File: config.mk
export PLATFORM = sky130hd
export DESIGN_NAME = ebms_sequencer
export DESIGN_NICKNAME = d
export VERILOG_FILES = /design/src/ebms_pkg.sv /design/src/ebms_sequencer.sv
export SDC_FILE = /design/constraint.sdc
export NUM_CORES = 1
export LEC_CHECK = 0
export BUFFER_PORTS_ARGS = -buffer_cell sky130_fd_sc_hd__buf_2
export CORE_MARGIN = 1.5
export CORE_UTILIZATION = 47
export DETAILED_ROUTE_END_ITERATION = 7
export GPL_TIMING_DRIVEN = 0
export PLACE_DENSITY = 0.85
export REMOVE_ABC_BUFFERS = 1
export SYNTH_ARGS = -nofsm -noshare
export SYNTH_HDL_FRONTEND = slang
export SYNTH_SLANG_ARGS = --single-unit
export TNS_END_PERCENT = 50
File: constraint.sdc
create_clock -name sys_clk -period 1.8 [get_ports sys_clk]
set_input_delay 0.36 -clock sys_clk [delete_from_list [all_inputs] [get_ports sys_clk]]
set_output_delay 0.36 -clock sys_clk [all_outputs]
set_load 0.01 [all_outputs]
File: src/ebms_pkg.sv
package ebms_pkg;

  localparam int ADDR_W = 24;
  localparam int DATA_W = 8;
  localparam int NUM_CS = 4;
  localparam int LEN_W  = 4;
  localparam int CS_W   = 2;

  // bus formats per chip select
  typedef enum logic [1:0] {
    EBMS_NATIVE = 2'h0,
    EBMS_THREE  = 2'h1,
    EBMS_FOUR   = 2'h2
  } ebms_fmt_t;

  localparam logic [LEN_W-1:0] LEN_MIN   = 4'h1;
  localparam logic [LEN_W-1:0] LEN_RESET = 4'h1;

  // per chip select configuration
  typedef struct packed {
    ebms_fmt_t          fmt;
    logic               muxed;
    logic [LEN_W-1:0]   len;
  } ebms_cfg_t;

  // cycle request from the processor side
  typedef struct packed {
    logic               valid;
    logic               write;
    logic               io;
    logic [CS_W-1:0]    cs;
    logic [ADDR_W-1:0]  addr;
    logic [DATA_W-1:0]  wdata;
  } ebms_req_t;

  // external bus outputs, active low strobes except the active high latch strobe ale
  typedef struct packed {
    logic [ADDR_W-1:0]  addr;
    logic [DATA_W-1:0]  dout;
    logic               doe;
    logic [NUM_CS-1:0]  chip_select_line_n;
    logic               memory_request_n;
    logic               io_request_n;
    logic               rd_n;
    logic               wr_n;
    logic               ale;
  } ebms_bus_t;

  localparam logic [NUM_CS-1:0] CS_IDLE = 4'hf;

endpackage : ebms_pkg

File: src/ebms_sequencer.sv
`timescale 1ns/100ps
module ebms_sequencer (
  input  wire logic                              sys_clk,
  input  wire logic                              rst_n,
  input  wire ebms_pkg::ebms_cfg_t [ebms_pkg::NUM_CS-1:0] cfg,
  input  wire ebms_pkg::ebms_req_t               req,
  output logic                                   req_ready,
  output logic                                   done,
  output logic [ebms_pkg::DATA_W-1:0]            rdata,
  output ebms_pkg::ebms_bus_t                    bus,
  input  wire logic [ebms_pkg::DATA_W-1:0]       data_in,
  input  wire logic                              wait_n
);

  typedef enum logic [2:0] {ST_IDLE, ST_T1, ST_T2, ST_WAIT, ST_T3, ST_T4, ST_NATIVE}
    ebms_state_t;

  typedef struct packed {
    ebms_state_t                      st;
    logic [ebms_pkg::LEN_W-1:0]       cnt;
    logic [ebms_pkg::LEN_W-1:0]       len;
    ebms_pkg::ebms_fmt_t              fmt;
    logic                             muxed;
    logic                             write;
    logic                             io;
    logic [ebms_pkg::CS_W-1:0]        cs;
    logic [ebms_pkg::ADDR_W-1:0]      addr;
    logic [ebms_pkg::DATA_W-1:0]      wdata;
    logic                             wait_seen;
    logic                             done;
    logic [ebms_pkg::DATA_W-1:0]      rdata;
    ebms_pkg::ebms_bus_t              bus;
  } ebms_reg_t;

  ebms_reg_t r;
  ebms_reg_t next_r;
  logic      last_clk;
  logic [ebms_pkg::LEN_W-1:0] half;

  // position inside the current state
  assign last_clk  = (r.cnt == r.len);
  assign half      = r.len >> 1;
  assign req_ready = (r.st == ST_IDLE);
  assign done      = r.done;
  assign rdata     = r.rdata;
  assign bus       = r.bus;

  // state sequencing and bus shaping
  always_comb begin
    next_r      = r;
    next_r.done = 1'b0;
    next_r.cnt  = r.cnt + 4'h1;
    case (r.st)
      ST_IDLE: begin
        next_r.cnt = ebms_pkg::LEN_MIN;
        // all strobes idle between cycles
        next_r.bus.chip_select_line_n = ebms_pkg::CS_IDLE;
        next_r.bus.rd_n               = 1'b1;
        next_r.bus.wr_n               = 1'b1;
        next_r.bus.memory_request_n   = 1'b1;
        next_r.bus.io_request_n       = 1'b1;
        next_r.bus.ale                = 1'b0;
        next_r.bus.doe                = 1'b0;
        if (req.valid) begin
          next_r.fmt   = cfg[req.cs].fmt;
          next_r.muxed = cfg[req.cs].muxed;
          // zero length is taken as the shortest state
          next_r.len   = (cfg[req.cs].len < ebms_pkg::LEN_MIN) ?
                         ebms_pkg::LEN_MIN : cfg[req.cs].len;
          next_r.write = req.write;
          next_r.io    = req.io;
          next_r.cs    = req.cs;
          next_r.addr  = req.addr;
          next_r.wdata = req.wdata;
          next_r.wait_seen = 1'b0;
          next_r.bus.addr = req.addr;
          next_r.bus.chip_select_line_n[req.cs] = 1'b0;
          next_r.bus.dout = req.wdata;
          next_r.bus.doe  = req.write;
          if (cfg[req.cs].fmt == ebms_pkg::EBMS_NATIVE) begin
            // native cycle: strobes straight away, held for one clock or until wait goes high
            next_r.st = ST_NATIVE;
            next_r.bus.memory_request_n = req.io;
            next_r.bus.io_request_n     = ~req.io;
            next_r.bus.rd_n             = req.write;
            next_r.bus.wr_n             = ~req.write;
          end else begin
            next_r.st = ST_T1;
            if (cfg[req.cs].fmt == ebms_pkg::EBMS_FOUR) begin
              next_r.bus.ale = 1'b1;
              if (cfg[req.cs].muxed) begin
                next_r.bus.dout = req.addr[ebms_pkg::DATA_W-1:0];
                next_r.bus.doe  = 1'b1;
              end
            end
          end
        end
      end
      ST_NATIVE: begin
        if (!wait_n) begin
          next_r.cnt = r.cnt;
        end else begin
          if (!r.write) begin
            next_r.rdata = data_in;
          end
          next_r.done = 1'b1;
          next_r.st   = ST_IDLE;
          next_r.bus.chip_select_line_n = ebms_pkg::CS_IDLE;
          next_r.bus.rd_n               = 1'b1;
          next_r.bus.wr_n               = 1'b1;
          next_r.bus.memory_request_n   = 1'b1;
          next_r.bus.io_request_n       = 1'b1;
          next_r.bus.doe                = 1'b0;
        end
      end
      ST_T1: begin
        // latch strobe falls at mid state
        if (r.fmt == ebms_pkg::EBMS_FOUR && r.cnt >= half) begin
          next_r.bus.ale = 1'b0;
        end
        if (last_clk) begin
          next_r.st  = ST_T2;
          next_r.cnt = ebms_pkg::LEN_MIN;
          next_r.bus.ale              = 1'b0;
          next_r.bus.memory_request_n = r.io;
          next_r.bus.io_request_n     = ~r.io;
          next_r.bus.rd_n             = r.write;
          next_r.bus.wr_n             = ~r.write;
          // multiplexed: address leaves the data bus in T2
          next_r.bus.dout = r.wdata;
          next_r.bus.doe  = r.write;
        end
      end
      ST_T2: begin
        if (last_clk) begin
          next_r.cnt = ebms_pkg::LEN_MIN;
          // wait sampled on the last clock of T2 for both formats
          next_r.st  = !wait_n ? ST_WAIT : ST_T3;
        end
      end
      ST_WAIT: begin
        // one inserted_delay_state per clock while wait held low
        next_r.cnt = ebms_pkg::LEN_MIN;
        if (wait_n) begin
          next_r.st = ST_T3;
        end
      end
      ST_T3: begin
        // bus held unchanged through T3
        if (last_clk) begin
          next_r.cnt = ebms_pkg::LEN_MIN;
          if (r.fmt == ebms_pkg::EBMS_THREE) begin
            if (!r.write) begin
              next_r.rdata = data_in;
            end
            next_r.done = 1'b1;
            next_r.st   = ST_IDLE;
            next_r.bus.chip_select_line_n = ebms_pkg::CS_IDLE;
            next_r.bus.rd_n               = 1'b1;
            next_r.bus.wr_n               = 1'b1;
            next_r.bus.memory_request_n   = 1'b1;
            next_r.bus.io_request_n       = 1'b1;
            next_r.bus.doe                = 1'b0;
          end else begin
            next_r.st = ST_T4;
            if (!r.write) begin
              next_r.rdata = data_in;
            end
            next_r.bus.rd_n = 1'b1;
            next_r.bus.wr_n = 1'b1;
          end
        end
      end
      ST_T4: begin
        if (last_clk) begin
          next_r.done = 1'b1;
          next_r.st   = ST_IDLE;
          next_r.bus.chip_select_line_n = ebms_pkg::CS_IDLE;
          next_r.bus.memory_request_n   = 1'b1;
          next_r.bus.io_request_n       = 1'b1;
          next_r.bus.doe                = 1'b0;
        end
      end
      default: begin
        next_r.st = ST_IDLE;
      end
    endcase
  end

  // state register
  always_ff @(posedge sys_clk or negedge rst_n) begin
    if (!rst_n) begin
      r     <= '0;
      r.st  <= ST_IDLE;
      r.len <= ebms_pkg::LEN_RESET;
      r.cnt <= ebms_pkg::LEN_MIN;
      r.bus.chip_select_line_n <= ebms_pkg::CS_IDLE;
      r.bus.memory_request_n   <= 1'b1;
      r.bus.io_request_n       <= 1'b1;
      r.bus.rd_n               <= 1'b1;
      r.bus.wr_n               <= 1'b1;
    end else begin
      r <= next_r;
    end
  end

  // three-state read asserts read strobe in T2
  AST_TS_READ_STROBE: assert property (@(posedge sys_clk) disable iff (!rst_n)
    (r.st == ST_T2 && r.fmt == ebms_pkg::EBMS_THREE && !r.write) |->
      (!bus.rd_n && bus.wr_n))
    else $error("read strobe missing in three-state T2");

  AST_TS_WRITE_STROBE: assert property (@(posedge sys_clk) disable iff (!rst_n)
    (r.st == ST_T2 && r.fmt == ebms_pkg::EBMS_THREE && r.write) |->
      (!bus.wr_n && bus.rd_n && (bus.io_request_n != bus.memory_request_n)))
    else $error("write strobe missing in three-state T2");

  AST_T1_SELECT: assert property (@(posedge sys_clk) disable iff (!rst_n)
    (r.st == ST_T1) |-> (bus.chip_select_line_n[r.cs] == 1'b0 && bus.addr == r.addr
      && bus.rd_n && bus.wr_n))
    else $error("chip select or address wrong in T1");

  AST_T3_STABLE: assert property (@(posedge sys_clk) disable iff (!rst_n)
    (r.st == ST_T3 && $past(r.st) == ST_T3) |-> $stable(bus))
    else $error("bus changed during T3");

  AST_WAIT_ENTRY: assert property (@(posedge sys_clk) disable iff (!rst_n)
    (r.st == ST_T2 && last_clk && !wait_n) |=> (r.st == ST_WAIT))
    else $error("wait not inserted");

  AST_WAIT_EXIT: assert property (@(posedge sys_clk) disable iff (!rst_n)
    (r.st == ST_WAIT && wait_n) |=> (r.st == ST_T3))
    else $error("wait state not left when ready high");

  AST_TS_CAPTURE: assert property (@(posedge sys_clk) disable iff (!rst_n)
    (r.st == ST_T3 && last_clk && r.fmt == ebms_pkg::EBMS_THREE && !r.write) |=>
      (done && rdata == $past(data_in)))
    else $error("three-state read data not captured");

  AST_FS_T4: assert property (@(posedge sys_clk) disable iff (!rst_n)
    (r.st == ST_T3 && last_clk && r.fmt == ebms_pkg::EBMS_FOUR && !r.write) |=>
      (r.st == ST_T4 && bus.rd_n && rdata == $past(data_in)))
    else $error("four-state read capture wrong");

  AST_MUX_ADDR: assert property (@(posedge sys_clk) disable iff (!rst_n)
    (r.st == ST_T1 && r.fmt == ebms_pkg::EBMS_FOUR && r.muxed) |->
      (bus.doe && bus.dout == r.addr[ebms_pkg::DATA_W-1:0]))
    else $error("low address byte not on data bus");

  AST_ALE: assert property (@(posedge sys_clk) disable iff (!rst_n)
    (r.st == ST_IDLE && req.valid && cfg[req.cs].fmt == ebms_pkg::EBMS_FOUR) |=>
      (bus.ale ##1 (r.st != ST_T2 || !bus.ale)))
    else $error("latch strobe not raised at T1");

  AST_END_IDLE: assert property (@(posedge sys_clk) disable iff (!rst_n)
    (done && r.st == ST_IDLE) |-> (bus.chip_select_line_n == ebms_pkg::CS_IDLE
      && bus.rd_n && bus.wr_n && bus.memory_request_n && bus.io_request_n))
    else $error("strobes held after cycle end");

  // four-state read asserts read strobe and one request strobe in T2
  AST_FS_READ_STROBE: assert property (@(posedge sys_clk) disable iff (!rst_n)
    (r.st == ST_T2 && r.fmt == ebms_pkg::EBMS_FOUR && !r.write) |->
      (!bus.rd_n && bus.wr_n && (bus.io_request_n != bus.memory_request_n)))
    else $error("read strobe missing in four-state T2");

  // four-state T3 keeps the bus frozen
  AST_FS_T3_STABLE: assert property (@(posedge sys_clk) disable iff (!rst_n)
    (r.st == ST_T3 && $past(r.st) == ST_T3 && r.fmt == ebms_pkg::EBMS_FOUR) |->
      $stable(bus))
    else $error("bus changed during four-state T3");

  // ready low before T3 begins inserts a wait state
  AST_FS_WAIT_ENTRY: assert property (@(posedge sys_clk) disable iff (!rst_n)
    (r.st == ST_T2 && last_clk && !wait_n && r.fmt == ebms_pkg::EBMS_FOUR) |=>
      (r.st == ST_WAIT))
    else $error("four-state wait not inserted");

  // wait state held with a frozen bus while wait stays low
  AST_WAIT_HOLD: assert property (@(posedge sys_clk) disable iff (!rst_n)
    (r.st == ST_WAIT && !wait_n) |=> (r.st == ST_WAIT && $stable(bus)))
    else $error("wait state left while wait low");

  // state counter never runs past the programmed length outside idle
  AST_CNT_RANGE: assert property (@(posedge sys_clk) disable iff (!rst_n)
    (r.st != ST_IDLE) |-> (r.cnt <= r.len && r.len >= ebms_pkg::LEN_MIN))
    else $error("state counter out of range");

  // native cycle shows its strobes and chip select at once
  AST_NATIVE_STROBE: assert property (@(posedge sys_clk) disable iff (!rst_n)
    (r.st == ST_NATIVE) |-> ((!bus.rd_n || !bus.wr_n)
      && bus.chip_select_line_n != ebms_pkg::CS_IDLE))
    else $error("native cycle strobes missing");

  // multiplexed read frees the data bus once T2 starts
  AST_MUX_RELEASE: assert property (@(posedge sys_clk) disable iff (!rst_n)
    (r.st == ST_T2 && r.fmt == ebms_pkg::EBMS_FOUR && r.muxed && !r.write) |->
      !bus.doe)
    else $error("address left on data bus in T2");

  // four-state cycle completes right after the last T4 clock
  AST_FS_DONE: assert property (@(posedge sys_clk) disable iff (!rst_n)
    (r.st == ST_T4 && last_clk) |=> (done && r.st == ST_IDLE))
    else $error("four-state cycle not completed after T4");

  // three-state cycle never reaches a fourth state
  AST_TS_NO_T4: assert property (@(posedge sys_clk) disable iff (!rst_n)
    (r.st != ST_IDLE && r.fmt == ebms_pkg::EBMS_THREE) |-> (r.st != ST_T4))
    else $error("three-state cycle entered T4");

  // latch strobe only ever rises for the four-state format
  AST_ALE_FORMAT: assert property (@(posedge sys_clk) disable iff (!rst_n)
    (r.st != ST_IDLE && r.fmt != ebms_pkg::EBMS_FOUR) |-> !bus.ale)
    else $error("latch strobe raised outside four-state format");

  // the next request waits until the sequencer is idle
  AST_BUSY_REFUSE: assert property (@(posedge sys_clk) disable iff (!rst_n)
    (r.st != ST_IDLE) |-> !req_ready)
    else $error("request accepted while busy");

endmodule : ebms_sequencer

==> results by group <==
Status
  • Status: complete, but fails checks
  • Failing checks: negative setup slack

Global route
  • GRT Util Overall: 0.2205
  • Initial antenna violation count: 0
  • Global-route wire length before repair: 15530 µm
  • Global route overflow: 0
  • Vias in the first global route: 3412
  • Largest net degree at the start of global routing: 43

Power
  • Cell area power density: 1784 nW/µm²
  • LEAKAGE: roughly 2.5 nW
  • Max VDD drop: about 0.68 mV

Clock tree
  • Clk Tree Root Cell: clkbuf_8
  • Clk Latency, worst-skew pair: between 0.3 and 0.4 ns
  • Register clock-pin slew on the reported worst setup and hold paths: 0.08 ns
  • CTS tree: built
  • H-Tree Depth: 3
  • CTS sink cnt: 74
  • Num CTS Buffers: 9
  • Max Buffers Root-to-Sink: 2

Cells and area
  • Reg area: about 1900 µm²
  • Post-layout instance area: 5156 µm²
  • Synthesis-to-layout area growth: 26.61%
  • ANT cells: 0
  • Multi-input logic area: 1957 µm²
  • Layout Nets: 615
  • Share of layout cells above drive strength 1: 0.4378
  • Fill count: 685

Die
  • Initial Util: 0.4907
  • Core Area: 8299 µm²
  • Die Width: 96.09 µm
  • Core Rows: 33
  • Die area: 9232 µm²
  • Die height: 96.09 µm
  • # IOs: 128

Placement
  • Final HPWL DP: between 6000 and 7000 µm
  • Pre-CTS setup slack: -1.645 ns
  • Placed inst area: 4392 µm²
  • IO Port Bufs: between 100 and 150
  • Placer Congestion: 0.8672

Flow run
  • Max Cap Viol: 0

Setup path
  • Worst-path fanout max: 3
  • FF-to-FF setup slack: -0.27 ns
  • Setup crit end kind: flop
  • Worst setup SP type: flop
  • Worst setup path startpoint: r[95]$_DFFE_PN1N_
  • Setup CP Type: reg -> reg
  • Critical path data required time: 2.03 ns
  • Data arrival, critical path: 2.30 ns
  • FF-to-FF Start: r[95]$_DFFE_PN1N_
  • Slowest cell on crit path: dfstp_2
  • Crit-path cells: buf_4 > inv_2 > ha_1 > nand2b_1 > a21o_1 > a211oi_2 > o21ai_1 > mux2_4
  • Slowest stage delay, CP: about 0.58 ns

STA
  • Tightest Pin Transition: 0.4402 ns
  • RSZ-0062 raised after global routing: yes
  • Final setup viols: 34
  • Post-layout minimum cycle time: 2.069 ns
  • Setup TNS: -5.318 ns
  • Final Max Tran Viols: 0
  • Final Skew: 0.01278 ns
  • Tcrit/Tclk final: 1.150
  • Fin. Hold Viols: 0
  • Max transition margin: 0.7065
  • Max Clk Rate: 0.4832 GHz
  • Worst setup margin: -0.2693 ns

Yosys
  • Flops & latches, synth: 74
  • Post-synth EDFFs: 0
  • Ys Warns: 0
  • Post-synthesis sequential area ratio: 0.4578
  • Top cells by count, synth: nand2_1, dfrtp_1, buf_4, nor2_1, mux2_2
  • Mapped Avg Cell Area: just over 9 µm²
  • Async S/R FF share, synth: 1.000
  • Dominant cell type by area after synthesis: dfrtp_1
  • Dominant synthesized flop cell: dfrtp_1
  • Mapped Area: 4073 µm²
  • Area fraction of the dominant cell type after synthesis: 0.3932
  • Most frequent cell after synthesis: nand2_1
  • Gate count after technology mapping: 443
  • Top post-synthesis cells by area: dfrtp_1, nand2_1, buf_4
  • Synth cell types: 53

Detailed routing
  • Via count: around 3500
  • First-pass iteration count of the detailed router: 5
  • Via-per-instance ratio: 5.373
  • Initial DRC count: 320
  • Routed Antenna Nets: 0
  • Drt wl/cell: approximately 16 µm
  • DR DRC count: 0
  • Post-Route WL: 10400 µm

Worst hold path
  • Hold Crit Class: in -> reg
  • Min-delay src: req[31]
==> layout make-up <==
cell class                 instances  share of cell area
clock buffer                      10             0.02475
clock inverter                     5             0.02014
inverter                           5            0.003640
multi-input combinational        294              0.3795
sequential                        74              0.3637
tap                              105             0.02548
timing repair buffer             151              0.1827
==> per-stage QoR <==
stage | hold slack [ns] | cells | power [mW] | utilization
after detailed placement | 0.3399 | 605 | 6.383 | 0.5292
after floorplan | 0.06441 | 372 | 5.104 | -
after global placement | 0.4510 | 604 | 6.171 | 0.5257
final | 0.2014 | 644 | 9.196 | 0.6213
after CTS | 0.1901 | 634 | 8.468 | 0.5893
after global routing | 0.1940 | 644 | 9.824 | 0.6213
==> critical path, delay by kind of cell, from the launching register on <==
kind	cells	cell delay [ns]
AO/OA/AOI/OAI	3	0.50
adder cells (fa/ha/maj)	1	0.28
buffers and inverters	2	0.15
flip-flops	1	0.58
multiplexers	1	0.30
AND/OR/NAND/NOR	1	0.15
==> repair_timing <==
| action | CTS | global route |
|---|---|---|
| pin swaps | 7 | 16 |
| endpoints found under the setup margin | 75 | 47 |
| setup buffers | 12 | 8 |
| gates cloned | 1 | 2 |
| gates resized for setup | 33 | 38 |
| hold buffers | 1 | 0 |
| hold endpoints to repair | 28 | 0 |
==> layout by cell type, fill, tap and decap left out, drive strengths merged, types with 4 or more instances in the layout <==
cell / count
a21oi: 9
a41oi: 8
and2: 5
buf: 148
clkbuf: 12
dfrtp: 64
dfstp: 10
ha: 4
inv: 5
mux2: 14
mux4: 7
nand2: 148
nand2b: 8
nand3b: 4
nor2: 19
o21ai: 14
xnor2: 4
==> where the power goes <==
part / internal, mW / total (mW) / leakage (nW) / switching (mW)
Clock: 0.914 / 1.53 / 0.116 / 0.612
Combinational: 2.22 / 4.58 / 1.51 / 2.37
Sequential: 2.52 / 3.09 / 0.887 / 0.566
==> path summary, 6_finish.rpt <==
path	depth (start not counted)	to
worst max-delay path	8	bus[0]$_DFFE_PN0P_
worst min-delay path	3	bus[41]$_DFFE_PN0P_
worst max register to register	8	bus[0]$_DFFE_PN0P_
worst min register to register	2	bus[22]$_DFFE_PN0P_
max in group asynchronous	3	r[91]$_DFFE_PN1P_
min in group asynchronous	2	r[100]$_DFFE_PN0P_
==> layer usage <==
layer | vias to the layer above | track usage | wire length [µm]
li1 | 1619 | - | -
met1 | 1676 | 0.2646 | 4197
met2 | 144 | 0.3897 | 5330
met3 | 21 | 0.03318 | 634
met4 | 0 | 0.09681 | 240
met5 | - | 0 | 0
==> registers in the layout (all words and copies together), names as in the netlist <==
register / count
bus: 42
done: 1
half: 3
r: 20
rdata: 8
==> cell families after synthesis <==
group | after synthesis | synth area share
simple gates | 201 | 0.2117
buf+inv | 76 | 0.1217
flops | 74 | 0.4578
compound gates | 60 | 0.1041
mux | 21 | 0.07742
xor+xnor | 7 | 0.01505
fa+ha+maj | 4 | 0.01229
Power figures use the tool's default switching activity.
